===== config.mk =====
export PLATFORM = sky130hd
export DESIGN_NAME = pbcs_top
export DESIGN_NICKNAME = d
export VERILOG_FILES = /design/src/pbcs_sync.v /design/src/pbcs_top.v
export VERILOG_INCLUDE_DIRS = /design/src
export SDC_FILE = /design/constraint.sdc
export NUM_CORES = 1
export LEC_CHECK = 0
export ABC_AREA = 0
export BUFFER_PORTS_ARGS = -buffer_cell sky130_fd_sc_hd__buf_2
export CAP_MARGIN = 30
export CORE_MARGIN = 10
export CORE_UTILIZATION = 58
export CTS_CLUSTER_SIZE = 24
export DETAILED_ROUTE_END_ITERATION = 7
export PLACE_DENSITY = 0.79
export SLEW_MARGIN = 40
export SYNTH_ARGS = -nofsm -noshare
export SYNTH_HDL_FRONTEND = slang
export SYNTH_SLANG_ARGS = --single-unit

===== constraint.sdc =====
create_clock -name clk_in -period 2.3 [get_ports clk_in]
set_input_delay 0.23 -clock clk_in [delete_from_list [all_inputs] [get_ports clk_in]]
set_output_delay 0.23 -clock clk_in [all_outputs]
set_load 0.01 [all_outputs]

===== src/pbcs_defines.vh =====
// Purpose: Constants for the PHY basic control and status register block.
// Assumes: 16-bit management registers, frames carried on MDC/MDIO.
// Notes:   Offsets, bit positions, reset values and frame codes only.
`ifndef PBCS_DEFINES_VH
`define PBCS_DEFINES_VH

// Register addresses on the management interface
`define PBCS_REG_CTRL 5'h00
`define PBCS_REG_STAT 5'h01

// Control register bit positions
`define PBCS_CTRL_SPEED 13
`define PBCS_CTRL_AN_EN 12
`define PBCS_CTRL_PDOWN 11
`define PBCS_CTRL_ISOLATE 10
`define PBCS_CTRL_RESTART 9
`define PBCS_CTRL_DUPLEX 8
`define PBCS_CTRL_COLTEST 7

// Control register reset values
`define PBCS_RST_SPEED 1'h1
`define PBCS_RST_AN_EN 1'h1
`define PBCS_RST_PDOWN 1'h0
`define PBCS_RST_ISOLATE 1'h0
`define PBCS_RST_DUPLEX 1'h1
`define PBCS_RST_COLTEST 1'h0

// Status register bit positions of the live bits
`define PBCS_STAT_AN_DONE 5
`define PBCS_STAT_FAULT 4
`define PBCS_STAT_LINK 2
`define PBCS_STAT_JABBER 1

// Fixed status bits: 14..11 abilities, 6 preamble, 3 negotiation, 0 extended
`define PBCS_STAT_FIXED 16'h7849

// Management frame fields
`define PBCS_OP_READ 2'h2
`define PBCS_OP_WRITE 2'h1
`define PBCS_HDR_LAST 5'h0B
`define PBCS_DATA_LAST 5'h0F

`endif


===== src/pbcs_sync.v =====
// Purpose: Two-stage synchroniser for levels entering the clk_in domain.
// Assumes: Inputs are slow enough that each level is seen for a few cycles.
// Notes:   The first stage feeds only the second stage.
`default_nettype none

module pbcs_sync #(
    parameter WIDTH = 2
) (
    input wire clk_in, // System clock
    input wire rst_n_in, // Asynchronous reset, active low
    input wire [WIDTH-1:0] async_in, // Levels from outside the domain
    output wire [WIDTH-1:0] sync_out // Synchronised levels
);

    reg [WIDTH-1:0] meta_r;
    reg [WIDTH-1:0] sync_r;

    // Two flops; metastability settles in the first
    always @(posedge clk_in or negedge rst_n_in) begin
        if (!rst_n_in) begin
            meta_r <= {WIDTH{1'b0}};
            sync_r <= {WIDTH{1'b0}};
        end else begin
            meta_r <= async_in;
            sync_r <= meta_r;
        end
    end

    assign sync_out = sync_r;

endmodule

`default_nettype wire


===== src/pbcs_top.v =====
// Purpose: PHY basic control and status registers behind an MDC/MDIO port.
// Assumes: clk_in at 100 MHz, MDC far slower; PHY core signals on clk_in.
// Notes:   MDC is sampled, not used as a clock; MDIO output changes after
//          each sampled MDC rising edge.
// Behaviour
// - Control bit 11 powers down; management stays alive
// - MII outputs held quiet during power-down
// - Restart bit self-clears once negotiation starts
// - Restart ignored while negotiation is disabled
// - Clearing restart never aborts running negotiation
// - Duplex bit manual only when negotiation off
// - Collision test echoes TX_EN onto COL
// - Control bits 6..0 read zero, ignore writes
// - Preamble-less management frames are accepted
// - Status bit 5 shows negotiation complete
// - Remote fault latches, cleared by status read
// - Link bit latches low until read
// - Jabber latches high, detected only at 10Mbps
// - Negotiation enable; duplex, speed show results
`include "pbcs_defines.vh"
`default_nettype none

module pbcs_top (
    input wire clk_in, // System clock, 100 MHz
    input wire rst_n_in, // Chip reset, asynchronous, active low
    input wire mdc_in, // Management clock pin
    input wire mdio_in, // Management data pin, input side
    output wire mdio_out, // Management data pin, output side
    output wire mdio_oe_out, // Management data pin, drive enable
    input wire [4:0] phy_addr_in, // This PHY's management address
    input wire link_ok_in, // Core: valid 10/100 link present
    input wire jabber_in, // Core: jabber condition present
    input wire partner_fault_flag_in, // Partner ability register fault bit
    input wire an_done_in, // Core: negotiation complete
    input wire an_started_in, // Core: pulse, new negotiation started
    input wire neg_duplex_in, // Core: negotiated full duplex
    input wire neg_speed_in, // Core: negotiated 100Mbps
    input wire mii_tx_en_in, // Internal MII transmit enable
    input wire mii_col_in, // Core collision indication
    input wire mii_rx_dv_in, // Core receive data valid
    input wire [3:0] mii_rxd_in, // Core receive data
    output wire mii_col_out, // Internal MII collision
    output wire mii_rx_dv_out, // Internal MII receive data valid
    output wire [3:0] mii_rxd_out, // Internal MII receive data
    output wire power_down_out, // Core power-down request
    output wire isolate_out, // Core isolate request
    output wire an_enable_out, // Negotiation enable
    output wire an_restart_out, // Negotiation restart request, level
    output wire duplex_out, // Duplex in effect, 1 = full
    output wire speed_out // Speed in effect, 1 = 100Mbps
);

    localparam S_IDLE = 3'h0;
    localparam S_ST = 3'h1;
    localparam S_HDR = 3'h2;
    localparam S_TA = 3'h3;
    localparam S_DATA = 3'h4;

    wire [1:0] pin_s;
    wire mdc_s;
    wire mdio_s;
    reg mdc_d_r;
    wire mdc_rise;

    reg [2:0] st_r;
    reg [4:0] cnt_r;
    reg [11:0] hdr_r;
    reg [15:0] sh_r;
    reg rd_r;
    reg wr_r;
    reg [4:0] reg_r;
    reg mdio_out_r;
    reg mdio_oe_r;

    reg speed_r;
    reg an_en_r;
    reg pd_r;
    reg iso_r;
    reg restart_r;
    reg dup_r;
    reg coltest_r;
    reg fault_r;
    reg link_r;
    reg jab_r;

    reg col_r;
    reg rx_dv_r;
    reg [3:0] rxd_r;

    wire [11:0] hdr_nxt;
    wire hdr_match;
    wire do_read;
    wire do_write;
    wire stat_clr;
    wire [15:0] wdata;
    wire dup_eff;
    wire speed_eff;
    wire [15:0] ctrl_val;
    wire [15:0] stat_val;
    reg [15:0] rdata;

    // Both pins pass two flops; MDC edges are found on the synced copy
    pbcs_sync #(
        .WIDTH(2)
    ) u_pin_sync (
        .clk_in(clk_in),
        .rst_n_in(rst_n_in),
        .async_in({mdc_in, mdio_in}),
        .sync_out(pin_s)
    );

    assign mdc_s = pin_s[1];
    assign mdio_s = pin_s[0];
    assign mdc_rise = mdc_s & ~mdc_d_r;

    // Previous MDC level for edge detection
    always @(posedge clk_in or negedge rst_n_in) begin
        if (!rst_n_in) begin
            mdc_d_r <= 1'b0;
        end else begin
            mdc_d_r <= mdc_s;
        end
    end

    // Frame header decode at the last address bit
    assign hdr_nxt = {hdr_r[10:0], mdio_s};
    assign hdr_match = mdc_rise && (st_r == S_HDR) && (cnt_r == `PBCS_HDR_LAST)
        && (hdr_nxt[9:5] == phy_addr_in);
    assign do_read = hdr_match && (hdr_nxt[11:10] == `PBCS_OP_READ);
    assign stat_clr = do_read && (hdr_nxt[4:0] == `PBCS_REG_STAT);
    assign wdata = {sh_r[14:0], mdio_s};
    assign do_write = mdc_rise && (st_r == S_DATA) && (cnt_r == `PBCS_DATA_LAST)
        && wr_r && (reg_r == `PBCS_REG_CTRL);

    assign dup_eff = an_en_r ? neg_duplex_in : dup_r;
    assign speed_eff = an_en_r ? neg_speed_in : speed_r;

    assign ctrl_val = {2'h0, speed_eff, an_en_r, pd_r, iso_r, restart_r, dup_eff,
        coltest_r, 7'h00};

    // Fixed abilities merged with live flags
    assign stat_val = `PBCS_STAT_FIXED
        | ({15'h0000, an_done_in} << `PBCS_STAT_AN_DONE)
        | ({15'h0000, fault_r} << `PBCS_STAT_FAULT)
        | ({15'h0000, link_r} << `PBCS_STAT_LINK)
        | ({15'h0000, jab_r} << `PBCS_STAT_JABBER);

    // Read data selection; other addresses answer zero
    always @* begin
        case (hdr_nxt[4:0])
            `PBCS_REG_CTRL: rdata = ctrl_val;
            `PBCS_REG_STAT: rdata = stat_val;
            default: rdata = 16'h0000;
        endcase
    end

    // Management frame engine, one step per MDC rising edge
    // Start bits accepted with or without preamble
    // Frame engine never gated by power-down
    always @(posedge clk_in or negedge rst_n_in) begin
        if (!rst_n_in) begin
            st_r <= S_IDLE;
            cnt_r <= 5'h00;
            hdr_r <= 12'h000;
            sh_r <= 16'h0000;
            rd_r <= 1'b0;
            wr_r <= 1'b0;
            reg_r <= 5'h00;
            mdio_out_r <= 1'b0;
            mdio_oe_r <= 1'b0;
        end else if (mdc_rise) begin
            case (st_r)
                S_IDLE: begin
                    mdio_oe_r <= 1'b0;
                    if (!mdio_s) begin
                        st_r <= S_ST;
                    end
                end
                S_ST: begin
                    cnt_r <= 5'h00;
                    st_r <= mdio_s ? S_HDR : S_IDLE;
                end
                S_HDR: begin
                    hdr_r <= hdr_nxt;
                    cnt_r <= cnt_r + 5'h01;
                    if (cnt_r == `PBCS_HDR_LAST) begin
                        cnt_r <= 5'h00;
                        reg_r <= hdr_nxt[4:0];
                        rd_r <= do_read;
                        wr_r <= hdr_match && (hdr_nxt[11:10] == `PBCS_OP_WRITE);
                        sh_r <= rdata;
                        if ((hdr_nxt[11:10] == `PBCS_OP_READ)
                            || (hdr_nxt[11:10] == `PBCS_OP_WRITE)) begin
                            st_r <= S_TA;
                        end else begin
                            st_r <= S_IDLE;
                        end
                    end
                end
                S_TA: begin
                    cnt_r <= cnt_r + 5'h01;
                    if (cnt_r == 5'h00) begin
                        // Turnaround zero driven only for our own reads
                        mdio_oe_r <= rd_r;
                        mdio_out_r <= 1'b0;
                    end else begin
                        cnt_r <= 5'h00;
                        st_r <= S_DATA;
                        if (rd_r) begin
                            mdio_out_r <= sh_r[15];
                            sh_r <= {sh_r[14:0], 1'b0};
                        end
                    end
                end
                S_DATA: begin
                    cnt_r <= cnt_r + 5'h01;
                    if (rd_r) begin
                        mdio_out_r <= sh_r[15];
                        sh_r <= {sh_r[14:0], 1'b0};
                    end else begin
                        sh_r <= wdata;
                    end
                    if (cnt_r == `PBCS_DATA_LAST) begin
                        mdio_oe_r <= 1'b0;
                        rd_r <= 1'b0;
                        wr_r <= 1'b0;
                        st_r <= S_IDLE;
                    end
                end
                default: begin
                    mdio_oe_r <= 1'b0;
                    st_r <= S_IDLE;
                end
            endcase
        end
    end

    // Control register; writes land on the last data bit
    always @(posedge clk_in or negedge rst_n_in) begin
        if (!rst_n_in) begin
            speed_r <= `PBCS_RST_SPEED;
            an_en_r <= `PBCS_RST_AN_EN;
            pd_r <= `PBCS_RST_PDOWN;
            iso_r <= `PBCS_RST_ISOLATE;
            dup_r <= `PBCS_RST_DUPLEX;
            coltest_r <= `PBCS_RST_COLTEST;
        end else if (do_write) begin
            an_en_r <= wdata[`PBCS_CTRL_AN_EN];
            pd_r <= wdata[`PBCS_CTRL_PDOWN];
            iso_r <= wdata[`PBCS_CTRL_ISOLATE];
            coltest_r <= wdata[`PBCS_CTRL_COLTEST];
            if (!an_en_r) begin
                dup_r <= wdata[`PBCS_CTRL_DUPLEX];
                speed_r <= wdata[`PBCS_CTRL_SPEED];
            end
        end
    end

    // Restart request: a write of one wins over the core's start pulse
    always @(posedge clk_in or negedge rst_n_in) begin
        if (!rst_n_in) begin
            restart_r <= 1'b0;
        end else if (do_write && wdata[`PBCS_CTRL_AN_EN] && wdata[`PBCS_CTRL_RESTART]) begin
            restart_r <= 1'b1;
        end else if (do_write || !an_en_r) begin
            restart_r <= 1'b0;
        end else if (an_started_in) begin
            restart_r <= 1'b0;
        end
    end

    // Latched status flags; the snapshot in sh_r was taken before clearing
    always @(posedge clk_in or negedge rst_n_in) begin
        if (!rst_n_in) begin
            fault_r <= 1'b0;
            link_r <= 1'b0;
            jab_r <= 1'b0;
        end else begin
            // Fault latch, cleared by status read
            // Present fault sets it again in the same cycle
            fault_r <= (fault_r & ~stat_clr) | partner_fault_flag_in;
            link_r <= stat_clr ? link_ok_in : (link_r & link_ok_in);
            jab_r <= (jab_r & ~stat_clr) | (jabber_in & ~speed_eff);
        end
    end

    // MII outputs registered so power-down entry cannot glitch them
    always @(posedge clk_in or negedge rst_n_in) begin
        if (!rst_n_in) begin
            col_r <= 1'b0;
            rx_dv_r <= 1'b0;
            rxd_r <= 4'h0;
        end else if (pd_r) begin
            col_r <= 1'b0;
            rx_dv_r <= 1'b0;
            rxd_r <= 4'h0;
        end else begin
            col_r <= coltest_r ? mii_tx_en_in : mii_col_in;
            rx_dv_r <= mii_rx_dv_in;
            rxd_r <= mii_rxd_in;
        end
    end

    assign mdio_out = mdio_out_r;
    assign mdio_oe_out = mdio_oe_r;
    assign mii_col_out = col_r;
    assign mii_rx_dv_out = rx_dv_r;
    assign mii_rxd_out = rxd_r;
    assign power_down_out = pd_r;
    assign isolate_out = iso_r;
    assign an_enable_out = an_en_r;
    assign an_restart_out = restart_r;
    assign duplex_out = dup_eff;
    assign speed_out = speed_eff;

endmodule

`default_nettype wire


==> flow_metrics.tcl <==
set metrics [dict create \
    path_clk_slew_ps 70 \
    synth_largest_area_cell "dfrtp_1" \
    core_region_area_mm2 0.00520 \
    cp.required_ps 2560 \
    nNetsFinal 339 \
    synth_top_family_by_area "compound AO/OA/AOI/OAI gates" \
    final_max_slew_viol_count 0 \
    yosys.area_share.simple 0.118 \
    cts-buffers-inserted 9 \
    synth_compound_area_frac 0.149 \
    reg2reg_depth 7 \
    utilization 0.706 \
    power_density_mw_per_mm2 941 \
    finalWeightedCongestion 0.861 \
    n_antenna_cell 0 \
    reg2reg_slack_ps 180 \
    path_max_fanout 5 \
    muxShareOfSynthArea 0.139 \
    start_kind "flip-flop" \
    vias_per_cell 5.69 \
    yosys.area.top_type_share 0.491 \
    cts_num_sinks 65 \
    die_w_um 93.8 \
    min_period_over_period 0.923 \
    ys_ff_latch 65 \
    crit_type "reg -> reg" \
    clk-insertion-delay-late_ps 340 \
    die_area_mm2 0.00880 \
    antenna_found_initial 0 \
    hold_viol 0 \
    cts_buffer_depth 2 \
    layout-drive-gt1-share 0.358 \
    start_util 0.607 \
    finalSetupViolations 0 \
    netlist_area_mm2 0.00316 \
    synth_fp_nets 290 \
    max_cap_violations 0 \
    drc_errors 0 \
    drt_first_iter_violations 145 \
    place.port_buffers 36 \
    area_growth_syn_to_layout_pct 16.3 \
    met2_usage 0.223 \
    cts_root_buffer "clkbuf_8" \
    tightest_slew_ps 474 \
    grt_pass1_vias 2148 \
    peakVddDrop_uv 576 \
    yosysMostFrequentCell "dfrtp_1" \
    htree_levels 3 \
    synthCells 262 \
    period_needed_ps 2120 \
    cts_tree "yes" \
    num_vias 2196 \
    tns_ps 0 \
    ios 37 \
    yosysSeqAreaShare 0.516 \
    syn_area_per_cell_um2 12.1 \
    multi_input_area_mm2 0.00140 \
    regArea_mm2 0.00163 \
    clock.fmax_mhz 471 \
    cp_data_arrival_time_ps 2390 \
    fillers 375 \
    synth_edf_count 0 \
    rows 26 \
    drt-wirelength-per-cell_um 16.0 \
    ys_async_sr_fraction 1.00 \
    yosysWarnings 0 \
    whs_path_depth 2 \
    ys_types 61 \
    antenna_left 0 \
    dp_hpwl_mm 4.48 \
    grt_use_met3 0.0448 \
    overflow 0 \
    skew_ps 7.60 \
    hold_path_class "in -> reg" \
    ys.flop_type "dfrtp_1" \
    rsz0062_at_grt "no" \
    yosys.area_share.adder 0.0198 \
    outcome "completed" \
    dr.pass1.iters 4 \
    synthTopCellsByArea "dfrtp_1, mux2_2, a22o_1" \
    p_leak_nw 1.67 \
    die_h_um 93.8 \
    crit_path_end_kind "flip-flop" \
    synth_common_cells "dfrtp_1, mux2_2, inv_1, o21ai_0, nand2_1" \
    cts_setup_buffers 0 \
    slew_headroom 0.682 \
    synthXorXnorAreaFrac 0.0139 \
    routed_wl_mm 6.18 \
    grt.total_usage 0.150 \
    grt.met1_usage 0.197 \
    grt-busiest-layer "met2" \
    grt_max_degree 32 \
    grt_pass1_wl_mm 10.4 \
]
sequential cells by signal (all words and copies together) (netlist names), 2 cells and up:
name                 flops
hdr_r                   11
mii_rxd_out              4
st_r                     3
reg_r                    5
cnt_r                    5
u_pin_sync.sync_out      2
u_pin_sync.meta_r        2
sh_r                    16
cells by family after synthesis:
group           after synthesis
flops                        65
compound gates               61
simple gates                 58
mux                          38
buf+inv                      30
xor+xnor                      5
fa+ha+maj                     5
layer usage:
metal,part of all wire,vias up
li1,-,1050
met5,0,-
met1,0.45,1057
met3,0.072,9
met2,0.47,80
met4,0.015,0
final timing paths:
check | from | end
setup / recovery | cnt_r[0] | speed_r
hold / removal | partner_fault_flag_in | fault_r
setup reg to reg | cnt_r[0] | speed_r
hold reg to reg | u_pin_sync.meta_r[1] | u_pin_sync.sync_out[1]
max in group asynchronous | rst_n_in | an_enable_out
min in group asynchronous | rst_n_in | mdc_d_r
what timing repair did:
| action | 4_1_cts | 5_1_grt |
|---|---|---|
| hold buffers | 3 | 0 |
| hold endpoints to repair | 15 | 0 |
| setup endpoints to repair | 0 | 5 |
| resized for setup | 0 | 1 |
layout by cell type, fill, tap and decap left out, types with 2 or more instances in the layout:
master and count:
dfrtp_1 62, buf_2 36, mux2_2 27, inv_1 17, o21ai_0 17, nand2_1 13, a22o_1 11, clkbuf_8 10
buf_4 10, nor2b_1 8, nor2_1 7, mux2i_1 6, xnor2_1 5, mux2_4 5, ha_1 5, a31oi_1 4
nand3_1 3, a21oi_1 3, a32o_1 3, o31ai_1 3, nor3_1 3, dfstp_2 3, clkinv_2 3, dlygate4sd3_1 3
nor4_1 2, nor3b_1 2, nand2b_1 2, a211o_1 2, o21bai_1 2, o21ba_2 2, buf_12 2
report_power, final:
part           internal [mW]  switching, mW
Sequential              1.34          0.230
Clock                  0.416          0.429
Combinational          0.518          0.527
Total                   2.27           1.19
worst max-delay path, stage by stage (launching register included):
cell,delay (ps)
dfrtp_1,410
ha_1,220
and3_1,160
ha_1,220
nor4bb_2,370
nand4_2,150
nor2_1,160
mux2_2,350
final cells by class:
| cell class | count | area share |
|---|---|---|
| clock buffer | 11 | 0.0385 |
| inverter | 17 | 0.0174 |
| timing repair buffer | 51 | 0.0885 |
| sequential | 65 | 0.444 |
| multi-input combinational | 167 | 0.380 |
| tap | 70 | 0.0238 |
| clock inverter | 5 | 0.00851 |
metrics by stage:
stage                     cell area (um2)  power, mW  hold slack [ps]  std cells  setup slack, ps
after global routing                 3670       3.67             60.0        386             18.8
final                                3670       3.46             65.3        386              177
after floorplan                      3160       2.36            -65.6        262              263
after detailed placement             3470       2.62              161        367              136
after CTS                            3670       3.47             52.6        386             91.1
after global placement               3470       2.58              161        367              242
Note: power is estimated with default switching activity, not from simulation.
